--- src/verilog/eecpc_map.svh ---
/*
 * Register offsets, field positions, reset values and timing figures of the
 * nonvolatile memory commit and program control block.
 * Assumes a 100 MHz device clock and an image of at most 32 bytes.
 */
//
// Behaviour
// - stored crc byte readable, read-only
// - count increments after each program or erase+program cycle, erase alone reloads it
// - count reloads after reset, commit, cycle
// - count saturates at 255, never wraps
// - register commit copies live into sram
// - crc mismatch on load sets error flag
// - auto crc computes stored crc on program
// - memory loads into registers after reset/commit
// - register reads refused during memory commit
// - busy high during erase/program, memory blocked
// - erase starts only after unlock transaction
// - program starts only after unlock transaction
// - erase and program together run combined
// - erase lasts about 115 ms
// - program lasts about 115 ms
`ifndef EECPC_MAP_SVH
`define EECPC_MAP_SVH

// ----------------------------------------------------------------------
// register offsets
// ----------------------------------------------------------------------
`define EECPC_OFS_CRC 8'h2F
`define EECPC_OFS_CNT 8'h30
`define EECPC_OFS_CTL 8'h31
`define EECPC_OFS_UNLK 8'h38

// ----------------------------------------------------------------------
// control and status field positions
// ----------------------------------------------------------------------
`define EECPC_BIT_REGCMT 6
`define EECPC_BIT_CRCERR 5
`define EECPC_BIT_AUTOCRC 4
`define EECPC_BIT_MEMCMT 3
`define EECPC_BIT_BUSY 2
`define EECPC_BIT_ERASE 1
`define EECPC_BIT_PROG 0

// ----------------------------------------------------------------------
// reset values and codes
// ----------------------------------------------------------------------
`define EECPC_RST_CRC 8'h00
`define EECPC_RST_CNT 8'h00
`define EECPC_RST_AUTOCRC 1'b1
`define EECPC_CNT_MAX 8'hFF
`define EECPC_UNLOCK_DEF 8'h5A
`define EECPC_CRC_POLY 8'h07
`define EECPC_CRC_INIT 8'h00

// ----------------------------------------------------------------------
// image geometry and timing
// ----------------------------------------------------------------------
`define EECPC_IMG_BYTES 32
`define EECPC_IMG_AW 5
`define EECPC_CLK_KHZ 100000
`define EECPC_ERASE_MS 115
`define EECPC_PROG_MS 115
`define EECPC_TMR_W 24

`endif

--- src/verilog/eecpc_pkg.sv ---
/*
 * Types shared by the commit and program control block and its timer.
 * Assumes eecpc_map.svh is on the include path.
 */
`include "eecpc_map.svh"

package eecpc_pkg;

    // ------------------------------------------------------------------
    // controller states, gray coded in listed order, not along every path
    // ------------------------------------------------------------------
    typedef enum logic [3:0] {
        ST_IDLE = 4'h0,
        ST_LD_RD = 4'h1,
        ST_LD_WR = 4'h3,
        ST_SAVE = 4'h2,
        ST_CNT_WR = 4'h6,
        ST_CRC_RD = 4'h7,
        ST_CRC_ACC = 4'h5,
        ST_CRC_WR = 4'h4,
        ST_ERASE = 4'hC,
        ST_PROG = 4'hD,
        ST_RLD_RD = 4'hF,
        ST_RLD_WR = 4'hE
    } eecpc_state_t;

    // register access from the serial interface
    typedef struct packed {
        logic wr;
        logic rd;
        logic [7:0] addr;
        logic [7:0] wdata;
    } eecpc_reg_req_t;

    // request to the eeprom/sram macro, read data one cycle later
    typedef struct packed {
        logic eeprom;
        logic we;
        logic [`EECPC_IMG_AW-1:0] addr;
        logic [7:0] wdata;
    } eecpc_mem_req_t;

    // write into the live configuration registers
    typedef struct packed {
        logic we;
        logic [`EECPC_IMG_AW-1:0] addr;
        logic [7:0] wdata;
    } eecpc_live_req_t;

    // one step of crc-8, msb first
    function automatic logic [7:0] eecpc_crc8(input logic [7:0] crc, input logic [7:0] data);
        logic [7:0] c;
        c = crc ^ data;
        for (int i = 0; i < 8; i++) begin
            c = c[7] ? ((c << 1) ^ `EECPC_CRC_POLY) : (c << 1);
        end
        return c;
    endfunction : eecpc_crc8

endpackage : eecpc_pkg

--- src/verilog/eecpc_ctrl.sv ---
/*
 * Nonvolatile memory commit and program control: loads the eeprom image
 * into live registers, saves live registers to the sram image, runs the
 * unlock-gated erase/program cycles and keeps count, stored crc and error.
 * Assumes a byte register port from the serial interface, a txn_end pulse
 * at each serial transaction end, and a memory macro with one-cycle reads.
 */
`timescale 1ns/100ps
`default_nettype none

module eecpc_ctrl #(
    parameter int IMG_BYTES = `EECPC_IMG_BYTES,
    parameter int ERASE_CYCLES = `EECPC_ERASE_MS * `EECPC_CLK_KHZ,
    parameter int PROG_CYCLES = `EECPC_PROG_MS * `EECPC_CLK_KHZ,
    parameter logic [7:0] UNLOCK_CODE = `EECPC_UNLOCK_DEF
) (
    input wire logic ref_clk_in,
    input wire logic rst_in,
    input wire eecpc_pkg::eecpc_reg_req_t reg_req_in,
    input wire logic txn_end_in,
    output logic reg_rd_ready_out,
    output logic reg_rd_valid_out,
    output logic [7:0] reg_rdata_out,
    output eecpc_pkg::eecpc_mem_req_t mem_req_out,
    input wire logic [7:0] mem_rdata_in,
    output eecpc_pkg::eecpc_live_req_t live_req_out,
    output logic [`EECPC_IMG_AW-1:0] live_raddr_out,
    input wire logic [7:0] live_rdata_in,
    output logic nvm_erase_out,
    output logic nvm_prog_out,
    output logic mem_blocked_out
);
    import eecpc_pkg::*;

    localparam int AW = `EECPC_IMG_AW;
    localparam logic [AW-1:0] IDX_LAST = AW'(IMG_BYTES - 1);
    localparam logic [AW-1:0] IDX_CNT = AW'(IMG_BYTES - 2);
    localparam logic [AW-1:0] IDX_CFG_LAST = AW'(IMG_BYTES - 3);
    localparam logic [`EECPC_TMR_W-1:0] ERASE_LOAD = `EECPC_TMR_W'(ERASE_CYCLES);
    localparam logic [`EECPC_TMR_W-1:0] PROG_LOAD = `EECPC_TMR_W'(PROG_CYCLES);

    // ------------------------------------------------------------------
    // elaboration checks
    // ------------------------------------------------------------------
    initial begin
        if (IMG_BYTES < 4 || IMG_BYTES > (1 << AW)) begin
            $error("eecpc_ctrl: IMG_BYTES out of range");
        end
        if (ERASE_CYCLES < 1 || ERASE_CYCLES >= (1 << `EECPC_TMR_W)) begin
            $error("eecpc_ctrl: ERASE_CYCLES out of range");
        end
        if (PROG_CYCLES < 1 || PROG_CYCLES >= (1 << `EECPC_TMR_W)) begin
            $error("eecpc_ctrl: PROG_CYCLES out of range");
        end
    end

    eecpc_state_t state;
    logic [AW-1:0] idx;
    logic [7:0] crc_acc;
    logic [7:0] stored_crc;
    logic [7:0] cycle_count;
    logic crc_error;
    logic auto_crc;
    logic want_load;
    logic want_save;
    logic want_erase;
    logic want_prog;
    logic run_prog;
    logic unlock_cur;
    logic unlock_prev;
    logic busy;
    logic loading;
    logic idle;
    logic ctl_wr;
    logic tmr_start;
    logic [`EECPC_TMR_W-1:0] tmr_load;
    logic tmr_done;
    logic [7:0] next_count;

    // ------------------------------------------------------------------
    // decode helpers
    // ------------------------------------------------------------------
    assign idle = (state == ST_IDLE);
    assign loading = (state == ST_LD_RD) || (state == ST_LD_WR);
    assign ctl_wr = reg_req_in.wr && (reg_req_in.addr == `EECPC_OFS_CTL);

    assign busy = (state == ST_CNT_WR) || (state == ST_CRC_RD) || (state == ST_CRC_ACC) ||
                  (state == ST_CRC_WR) || (state == ST_ERASE) || (state == ST_PROG) ||
                  (state == ST_RLD_RD) || (state == ST_RLD_WR);
    assign mem_blocked_out = busy;

    assign next_count = (cycle_count == `EECPC_CNT_MAX) ? cycle_count : cycle_count + 8'h01;

    // ------------------------------------------------------------------
    // unlock tracking: only the transaction right before may unlock
    // ------------------------------------------------------------------
    always_ff @(posedge ref_clk_in or posedge rst_in) begin
        if (rst_in) begin
            unlock_cur <= 1'b0;
            unlock_prev <= 1'b0;
        end else if (txn_end_in) begin
            // the closing write alone decides, so a later write spoils it
            unlock_prev <= reg_req_in.wr ? (reg_req_in.addr == `EECPC_OFS_UNLK &&
                           reg_req_in.wdata == UNLOCK_CODE) : unlock_cur;
            unlock_cur <= 1'b0;
        end else if (reg_req_in.wr) begin
            // any other write in the transaction spoils the unlock
            unlock_cur <= (reg_req_in.addr == `EECPC_OFS_UNLK) &&
                          (reg_req_in.wdata == UNLOCK_CODE);
        end
    end

    // ------------------------------------------------------------------
    // software settings
    // ------------------------------------------------------------------
    always_ff @(posedge ref_clk_in or posedge rst_in) begin
        if (rst_in) begin
            auto_crc <= `EECPC_RST_AUTOCRC;
        end else if (ctl_wr) begin
            auto_crc <= reg_req_in.wdata[`EECPC_BIT_AUTOCRC];
        end
    end

    // ------------------------------------------------------------------
    // pending operation requests; a write in the taking cycle wins
    // ------------------------------------------------------------------
    always_ff @(posedge ref_clk_in or posedge rst_in) begin
        if (rst_in) begin
            want_load <= 1'b1;
            want_save <= 1'b0;
            want_erase <= 1'b0;
            want_prog <= 1'b0;
        end else begin
            if (idle) begin
                if (want_load) begin
                    want_load <= 1'b0;
                end else if (want_save) begin
                    want_save <= 1'b0;
                end else begin
                    want_erase <= 1'b0;
                    want_prog <= 1'b0;
                end
            end
            if (ctl_wr && !busy) begin
                if (reg_req_in.wdata[`EECPC_BIT_MEMCMT]) begin
                    want_load <= 1'b1;
                end
                if (reg_req_in.wdata[`EECPC_BIT_REGCMT]) begin
                    want_save <= 1'b1;
                end
                if (reg_req_in.wdata[`EECPC_BIT_ERASE] && unlock_prev) begin
                    want_erase <= 1'b1;
                end
                if (reg_req_in.wdata[`EECPC_BIT_PROG] && unlock_prev) begin
                    want_prog <= 1'b1;
                end
            end
        end
    end

    // ------------------------------------------------------------------
    // sequencer
    // ------------------------------------------------------------------
    always_ff @(posedge ref_clk_in or posedge rst_in) begin
        if (rst_in) begin
            state <= ST_IDLE;
            idx <= '0;
            crc_acc <= `EECPC_CRC_INIT;
            run_prog <= 1'b0;
        end else begin
            unique case (state)
                ST_IDLE: begin
                    idx <= '0;
                    crc_acc <= `EECPC_CRC_INIT;
                    if (want_load) begin
                        state <= ST_LD_RD;
                    end else if (want_save) begin
                        state <= ST_SAVE;
                    end else if (want_erase) begin
                        // combined cycle remembers the program half
                        run_prog <= want_prog;
                        state <= ST_ERASE;
                    end else if (want_prog) begin
                        run_prog <= 1'b1;
                        state <= ST_CNT_WR;
                    end
                end
                ST_LD_RD: begin
                    state <= ST_LD_WR;
                end
                ST_LD_WR: begin
                    if (idx != IDX_LAST) begin
                        crc_acc <= eecpc_crc8(crc_acc, mem_rdata_in);
                    end
                    idx <= idx + 1'b1;
                    state <= (idx == IDX_LAST) ? ST_IDLE : ST_LD_RD;
                end
                ST_SAVE: begin
                    idx <= idx + 1'b1;
                    if (idx == IDX_CFG_LAST) begin
                        state <= ST_IDLE;
                    end
                end
                ST_ERASE: begin
                    if (tmr_done) begin
                        // straight into the program half if combined, else reload; no idle gap
                        state <= run_prog ? ST_CNT_WR : ST_RLD_RD;
                    end
                end
                ST_CNT_WR: begin
                    idx <= '0;
                    state <= ST_CRC_RD;
                end
                ST_CRC_RD: begin
                    state <= ST_CRC_ACC;
                end
                ST_CRC_ACC: begin
                    crc_acc <= eecpc_crc8(crc_acc, mem_rdata_in);
                    idx <= idx + 1'b1;
                    state <= (idx == IDX_CNT) ? ST_CRC_WR : ST_CRC_RD;
                end
                ST_CRC_WR: begin
                    state <= ST_PROG;
                end
                ST_PROG: begin
                    if (tmr_done) begin
                        run_prog <= 1'b0;
                        state <= ST_RLD_RD;
                    end
                end
                ST_RLD_RD: begin
                    state <= ST_RLD_WR;
                end
                ST_RLD_WR: begin
                    state <= ST_IDLE;
                end
                default: begin
                    state <= ST_IDLE;
                end
            endcase
        end
    end

    // ------------------------------------------------------------------
    // phase timer, started on entry to erase or program
    // ------------------------------------------------------------------
    always_comb begin
        tmr_start = 1'b0;
        tmr_load = ERASE_LOAD;
        if (idle && !want_load && !want_save && want_erase) begin
            tmr_start = 1'b1;
        end
        if (state == ST_CRC_WR) begin
            tmr_start = 1'b1;
            tmr_load = PROG_LOAD;
        end
    end

    eecpc_timer #(
        .CNT_W(`EECPC_TMR_W)
    ) u_timer (
        .ref_clk_in(ref_clk_in),
        .rst_in(rst_in),
        .start_in(tmr_start),
        .load_in(tmr_load),
        .done_out(tmr_done)
    );

    assign nvm_erase_out = (state == ST_ERASE);
    assign nvm_prog_out = (state == ST_PROG);

    // ------------------------------------------------------------------
    // captured image values and crc check
    // ------------------------------------------------------------------
    always_ff @(posedge ref_clk_in or posedge rst_in) begin
        if (rst_in) begin
            stored_crc <= `EECPC_RST_CRC;
            cycle_count <= `EECPC_RST_CNT;
            crc_error <= 1'b0;
        end else if (state == ST_LD_WR) begin
            if (idx == IDX_CNT) begin
                cycle_count <= mem_rdata_in;
            end
            if (idx == IDX_LAST) begin
                stored_crc <= mem_rdata_in;
                crc_error <= (mem_rdata_in != crc_acc);
            end
        end else if (state == ST_RLD_WR) begin
            cycle_count <= mem_rdata_in;
        end
    end

    // ------------------------------------------------------------------
    // memory and live register requests, decoded from sequencer flops
    // ------------------------------------------------------------------
    always_comb begin
        mem_req_out = '0;
        live_req_out = '0;
        live_raddr_out = idx;
        unique case (state)
            ST_LD_RD: begin
                mem_req_out.eeprom = 1'b1;
                mem_req_out.addr = idx;
            end
            ST_LD_WR: begin
                live_req_out.we = (idx < IDX_CNT);
                live_req_out.addr = idx;
                live_req_out.wdata = mem_rdata_in;
            end
            ST_SAVE: begin
                mem_req_out.we = 1'b1;
                mem_req_out.addr = idx;
                mem_req_out.wdata = live_rdata_in;
            end
            ST_CNT_WR: begin
                // incremented count goes into the image
                mem_req_out.we = 1'b1;
                mem_req_out.addr = IDX_CNT;
                mem_req_out.wdata = next_count;
            end
            ST_CRC_RD: begin
                mem_req_out.addr = idx;
            end
            ST_CRC_WR: begin
                // stored crc written only when automatic
                mem_req_out.we = auto_crc;
                mem_req_out.addr = IDX_LAST;
                mem_req_out.wdata = crc_acc;
            end
            ST_RLD_RD: begin
                mem_req_out.eeprom = 1'b1;
                mem_req_out.addr = IDX_CNT;
            end
            default: begin
                mem_req_out = '0;
            end
        endcase
    end

    // ------------------------------------------------------------------
    // register reads; refused while the memory image is loading
    // ------------------------------------------------------------------
    // no reads during load
    assign reg_rd_ready_out = !loading && !want_load;

    always_ff @(posedge ref_clk_in or posedge rst_in) begin
        if (rst_in) begin
            reg_rd_valid_out <= 1'b0;
            reg_rdata_out <= 8'h00;
        end else begin
            reg_rd_valid_out <= reg_req_in.rd && reg_rd_ready_out;
            if (reg_req_in.rd && reg_rd_ready_out) begin
                unique case (reg_req_in.addr)
                    `EECPC_OFS_CRC: reg_rdata_out <= stored_crc;
                    `EECPC_OFS_CNT: reg_rdata_out <= cycle_count;
                    `EECPC_OFS_CTL: begin
                        reg_rdata_out <= {1'b0, want_save || (state == ST_SAVE), crc_error,
                                          auto_crc, want_load || loading, busy,
                                          want_erase || (state == ST_ERASE),
                                          want_prog || run_prog};
                    end
                    default: reg_rdata_out <= 8'h00;
                endcase
            end
        end
    end

endmodule : eecpc_ctrl

`default_nettype wire

--- src/verilog/eecpc_timer.sv ---
/*
 * Down-counting interval timer for the erase and program phases.
 * Assumes start_in is a one-cycle pulse and load_in is at least one.
 */
`timescale 1ns/100ps
`default_nettype none

module eecpc_timer #(
    parameter int CNT_W = `EECPC_TMR_W
) (
    input wire logic ref_clk_in,
    input wire logic rst_in,
    input wire logic start_in,
    input wire logic [CNT_W-1:0] load_in,
    output logic done_out
);
    import eecpc_pkg::*;

    logic [CNT_W-1:0] remain;
    logic running;

    initial begin
        if (CNT_W < 2 || CNT_W > 31) begin
            $error("eecpc_timer: CNT_W out of range");
        end
    end

    // ------------------------------------------------------------------
    // count down; done pulses on the last cycle of the interval
    // ------------------------------------------------------------------
    always_ff @(posedge ref_clk_in or posedge rst_in) begin
        if (rst_in) begin
            remain <= '0;
            running <= 1'b0;
        end else if (start_in) begin
            remain <= load_in;
            running <= 1'b1;
        end else if (running) begin
            remain <= remain - 1'b1;
            running <= (remain != {{(CNT_W-1){1'b0}}, 1'b1});
        end
    end

    assign done_out = running && (remain == {{(CNT_W-1){1'b0}}, 1'b1});

endmodule : eecpc_timer

`default_nettype wire

--- config.mk ---
export PLATFORM = sky130hd
export DESIGN_NAME = eecpc_ctrl
export DESIGN_NICKNAME = d
export VERILOG_FILES = /design/src/verilog/eecpc_pkg.sv /design/src/verilog/eecpc_ctrl.sv /design/src/verilog/eecpc_timer.sv
export VERILOG_INCLUDE_DIRS = /design/src /design/src/verilog
export SDC_FILE = /design/constraint.sdc
export NUM_CORES = 1
export LEC_CHECK = 0
export BUFFER_PORTS_ARGS = -buffer_cell sky130_fd_sc_hd__buf_2
export CORE_MARGIN = 2
export CORE_UTILIZATION = 56
export CTS_CLUSTER_SIZE = 28
export DETAILED_ROUTE_END_ITERATION = 12
export PLACE_DENSITY = 0.81
export SETUP_SLACK_MARGIN = 0.3
export SLEW_MARGIN = 30
export SYNTH_ARGS = -nofsm -noshare
export SYNTH_HDL_FRONTEND = slang
export SYNTH_SLANG_ARGS = --single-unit
--- constraint.sdc ---
create_clock -name ref_clk_in -period 2.6 [get_ports ref_clk_in]
set_clock_uncertainty 0.05 [all_clocks]
set_input_delay 0.26 -clock ref_clk_in [delete_from_list [all_inputs] [get_ports ref_clk_in]]
set_output_delay 0.26 -clock ref_clk_in [all_outputs]
set_load 0.005 [all_outputs]
; Word level (Yosys, flattened, before mapping)
; Cells that the tools add are included.
; W data, S select, Z words.
[classes]
n_eq_ne = 33
addsub = 3
multipliers = 0
shift = 0
bitwise_logic = 9
n_lt_le_gt_ge = 1
n_div = 0
n_reduce_logical = 44
n_mux = 63
[ops]
columns = operator, n
row1 = $pmux W8 S3, 3
row2 = $mux W24, 2
row3 = $pmux W4 S11, 1
row4 = $mux W8, 5
row5 = $eq A8 B6 Y1 const B, 4
row6 = $mux W4, 8
row7 = $mux W1, 30
row8 = $eq A24 B1 Y1 const B, 1
row9 = $mux W3, 8
row10 = $ne A24 B1 Y1 const B, 1
row11 = $not A3 Y3, 8
row12 = $sub A24 B1 Y24 const B, 1
row13 = $eq A4 B3 Y1 const B, 4
row14 = $eq A4 B4 Y1 const B, 4
row15 = $eq A5 B5 Y1 const B, 3
row16 = $pmux W5 S3, 1
row17 = $mux W14, 1
row18 = $logic_or A1 B1 Y1, 12
row19 = $logic_and A1 B1 Y1, 11
row20 = $ne A2 B2 Y1 const B, 5
row21 = $ne A5 B5 Y1 const B, 2
row22 = $pmux W5 S2, 1
row23 = $add A8 B1 Y8 const B, 1
row24 = $eq A4 B2 Y1 const B, 2
row25 = 20 further kinds, 34
[word_totals]
latchBits = 0
reg_bits = 76
output_inout_bits = 47
ram_bits = 0
romBits = 0
memories = 0

; Logic depth before layout (Yosys ltp)
[depth]
ltp_word = 19
mapped_depth = 8
depth_no_buf = 8

; By module
; From an unflattened synthesis, not the netlist that was laid out.
[unflattened]
hier_cells = 549
area_unflattened_um2 = 4838.4
[by_module_without_submodules]
columns = mod, cells_per_inst, seq_area_each_um2, n_inst, area_per_inst_um2
row1 = eecpc_ctrl, 389, 1278.7, 1, 3433.3
row2 = eecpc_timer, 160, 625.6, 1, 1405.1

; Least setup slack after synthesis
; No wires, ideal clock.
[synth_path]
path_kind = reg-to-reg
from = register u_timer.remain[16]
to = register state[0]
setup_time_ps = 125
slack_ps = 390
n_path_buf = 0
stages_incl_launch_ff = 6
required_ps = 2425
arrival_ps = 2035
cell_sequence = dfrtp_1 -> or4_4 -> or4_4 -> nor4_4 -> nor2_2 -> mux2_4
[synth_between]
elab_chain_len = 4
[synth_rtl]
columns = element, line
row1 = from (decl), eecpc_timer.sv:19  ; logic [CNT_W-1:0] remain;
row2 = from (signal assigned), eecpc_timer.sv:36  ; remain <= load_in;
row3 = from (signal assigned), eecpc_timer.sv:39  ; remain <= remain - 1'b1;
row4 = $eq A24 B1 Y1 *, eecpc_timer.sv:44  ; assign done_out = running && (remain == {{(CNT_W-1){1'b0}}, 1'b1});
row5 = $logic_and A1 B1 Y1 *, eecpc_timer.sv:44
row6 = $ne A2 B1 Y1 (no source line), -
row7 = $reduce_and A4 Y1 (no source line) *, -
row8 = to (signal assigned), eecpc_ctrl.sv:196  ; state <= (idx == IDX_LAST) ? ST_IDLE : ST_LD_RD;
row9 = to (signal assigned), eecpc_ctrl.sv:207  ; state <= run_prog ? ST_CNT_WR : ST_RLD_RD;
row10 = to (signal assigned), eecpc_ctrl.sv:220  ; state <= (idx == IDX_CNT) ? ST_CRC_WR : ST_CRC_RD;
row11 = to (decl), eecpc_ctrl.sv:57  ; eecpc_state_t state;
; Every way passes the cells marked *; elsewhere a longest branch is shown, timed or not.
; A chain may end at the register's enable or synchronous reset.

==> metrics list <==
- Detailed placement finished with a half-perimeter wire length of 8557 µm.
* First-pass GRT wire length: 18880 µm
- Total power for the finished layout comes to 4.777 mW.
* Max-capacitance violation count: 0
* Maximum number of pins on one net before global-route repair: 49
* Crit share post-route: 0.8737
- After technology mapping, the gate count stands at 483.
* NumNets Final: 624
- Worst Hold Launch: txn_end_in
* Die area: 0.008909 mm²
* CTS Root Buffer Type: clkbuf_8
- At the worst endpoint, the required time is 2.29 ns.
* Count of input and output buffers: 83
* Setup slack on the worst flop-to-flop path: 0.37 ns
- TritonCTS clock tree: yes
- Uppermost metal layer occupied by signal nets: met4
- After synthesis, the mean cell area works out to 9.473 µm².
- In this run the power density over the cells is 875.3 mW/mm².
- The clock passes through at most 2 buffers.
- At the pin with the least slew margin, the transition time is 0.6627 ns.
- Remaining max-slew budget at the tightest pin: 0.5576
- Iteration-0 DRC count of the detailed router: 382
- Critical Path Source Type: register
- For this configuration, the core starts out at a cell density of 0.5861.
- The repair_antennas step left the layout with diodes totalling 0.
- Routability congestion estimate: 0.9250
- The synthesized design contains 0 enable-type register cells.
- After detailed routing, the number of remaining DRC violations is 0.
* IR drop worst, VDD: 0.0003530 V
- During synthesis, Yosys emitted a total of 0 warnings.
- Core Box Area: 0.007807 mm²
- Setup violations remaining at the end of the flow were counted as 0.
* Vias post-DR: 4115
* Ports placed on the boundary: 84
- Y dimension of the die: 94.39 µm
- In this run the worst path has a maximum fanout of 7.
- Source-to-sink clock delay at the later pin of the worst-skew pair: 0.34 ns
* Clock transition at the registers of the reported paths: 0.08 ns
- Number of antenna violations at the first check in global routing: 0
- Global route total overflow: 0
- Sequential-to-total area share from yosys stat: 0.4162
- STA classifies the critical path endpoint as an output port.
* Synth-to-Final Area Change: 19.28%
* Level count of the clock H-tree: 3
* Share of final-layout standard cells stronger than drive strength 1: 0.3007
* Worst hold path cell count: 2
- Lkg Pwr: 2.605 nW
- Via count of the first global-routing pass: 3876
* Final non-filler cell area: 0.005458 mm²
- RSZ-0062 raised after global routing: true
- After detailed routing, the total wire length is 11860 µm.
* Die boundary width: 94.39 µm
- R2r startpoint: u_timer.remain[17]$_DFFE_PP0P_
- For this run, the share of the core covered by cells in the final layout is 0.6990.
* Final ANT Viol Nets: 0
- Sum of negative setup slack: 0 ns
- Worst min-delay path endpoint: unlock_cur$_DFF_PP0_
* Post-layout min period: 2.272 ns
* Final Hold Viols: 0
* Critical path data arrival time: 1.96 ns
- The clock net in this run drives a total of 76 sinks.
* Total global routing track utilization: 0.2713
- Synthesis-stage register bit count: 76
* Site row count: 32
* Main flop type after synthesis: dfrtp_1
* DR vias/cell: 6.016
- Yosys mapped the design onto 64 distinct sky130hd cell types.
- Buffers inserted during clock tree synthesis total 9.
- Outcome: complete, no violations
- Total met2 wirelength after detailed routing: 5696 µm
- Synthesized netlist net count: 530
* Tightest Hold Check Type: in -> reg
- After detailed routing, the wire length on met1 is 5130 µm.
- Worst reg2reg path endpoint: state[0]$_DFFE_PP0P_
- The mapped netlist covers 0.004576 mm².
- Placed cell area: 0.005100 mm²
* Slew Limit Fails: 0
- Depth of the most critical reg-to-reg path: 5
* DR WL met3: 895 µm
* WS Path Type: reg -> out
- Average routed wire per standard cell: 17.35 µm
- Hold is met by 0.03929 ns.
- Number of optimization iterations in the first detailed-route pass: 5
* Async SR Flop Fraction: 1.000
- Highest attainable clock frequency: 440.2 MHz
[flip-flops by register name (all words and copies together) (netlist names), 4 cells and up]
register and cells:
crc_acc 8, cycle_count 8, live_raddr_out 5, reg_rdata_out 8
state 4, stored_crc 8, u_timer.remain 24
[worst max-delay path, cell delays in order (launching register included)]
cell and delay (ns):
dfrtp_1 0.41, ha_2 0.28, and3_1 0.19, nand3_2 0.16
nand4_1 0.17, xor2_1 0.18, o22ai_1 0.10, buf_2 0.13
[synthesized netlist by cell type, types with 3 or more instances]
cell type,instances,area (µm²)
ha_1,10,125.1
o21ai_0,20,100.1
nor2_1,45,168.9
a32o_1,3,30.03
and2_1,11,68.82
o22ai_1,13,81.33
nor3b_1,3,22.52
mux2_2,20,225.2
nand3_1,11,55.05
o31ai_1,5,37.54
xor2_1,13,113.9
xnor2_1,28,245.2
nand4_1,5,31.28
a21o_1,4,30.03
nor3_1,21,105.1
nor2b_1,3,18.77
xnor3_1,4,90.09
nand2b_1,4,25.02
and3_1,7,43.79
a21oi_1,28,140.1
clkbuf_1,19,71.32
a22oi_1,13,97.59
nor4_1,6,37.54
a31oi_1,6,37.54
inv_1,13,48.80
dfrtp_1,74,1852
nand2_1,44,165.2
[through the flow]
stage,instances,setup WS [ns]
after floorplan,483,0.3550
after global placement,657,0.3516
after detailed placement,657,0.2864
after CTS,677,0.3130
after global routing,684,0.2425
final,684,0.3284
[per-layer routing]
layer / global-route usage / vias to the layer above
met2: 0.4393 / 167
li1: - / 1929
met3: 0.05587 / 16
met5: 0 / -
met1: 0.3790 / 2003
met4: 0.06401 / 0
[placed cells by master, fill, tap and decap left out, types with 3 or more instances in the layout]
master	synthesis	final
o31ai_1	5	5
a21o_1	4	3
xnor3_1	4	4
nand3_1	11	10
o21ai_0	20	20
a32o_1	3	3
and2_1	11	11
nor3_1	21	20
buf_4	0	21
nand2b_1	4	3
nor4_1	6	5
clkbuf_8	2	9
xor2_1	13	13
mux2_2	20	20
a22oi_1	13	13
a31oi_1	6	6
buf_2	0	83
ha_1	10	9
clkinv_2	0	3
inv_1	13	12
and3_1	7	5
nor3b_1	3	3
nor2_1	45	43
nand4_1	5	5
nand2_1	44	44
o22ai_1	13	13
dfrtp_1	74	69
a21oi_1	28	27
xnor2_1	28	28
nor2b_1	3	3
dfrtp_2	0	5
[power breakdown]
part,switching [mW],leakage [nW],total [mW],internal [mW]
clock network,0.440,0.109,0.976,0.537
logic,1.10,1.53,2.05,0.944
registers,0.299,0.968,1.75,1.45
total,1.84,2.61,4.78,2.93
[cell type report]
type | count | area (µm²)
Inverter | 13 | 48.80
Sequential cell | 76 | 1911
Clock inverter | 7 | 91.34
Fill cell | 598 | 2350
Multi-Input combinational cell | 371 | 2552
Timing Repair Buffer | 106 | 603.1
Clock buffer | 9 | 123.9
Tap cell | 102 | 127.6
[logic make-up (layout without fill, tap and decap cells)]
kind of cell               after synthesis  after routing  share of synthesized area
AOI/OAI and AO/OA                      115            115                     0.1649
xor gates and xnor gates                45             45                    0.09817
adders and majority gates               10             10                    0.02734
buffers and inverters                   36            135                    0.03719
DFF                                     76             76                     0.4162
muxes                                   23             23                    0.05688
and+or+nand+nor                        178            178                     0.1993
[worst max-delay path by stage]
stage	slack (ns)	from	to
after global placement	0.35	u_timer.remain[16]$_DFFE_PP0P_	state[0]$_DFFE_PP0P_
after CTS	0.31	state[2]$_DFFE_PP0P_	live_req_out[1]
after detailed placement	0.29	u_timer.remain[16]$_DFFE_PP0P_	state[0]$_DFFE_PP0P_
after floorplan	0.35	rst_in	crc_acc[0]$_DFFE_PP0P_
final	0.33	cycle_count[1]$_DFFE_PP0P_	mem_req_out[4]
after global routing	0.24	cycle_count[1]$_DFFE_PP0P_	mem_req_out[4]
[what timing repair did]
item	in CTS	in global routing
hold buffers	1	0
endpoints found under the hold margin	28	0
resized for setup	5	15
endpoints found under the setup margin	19	35
setup buffers	3	7
cloned	0	0
pin swaps	1	1
Note: power is estimated with default switching activity, not from simulation.
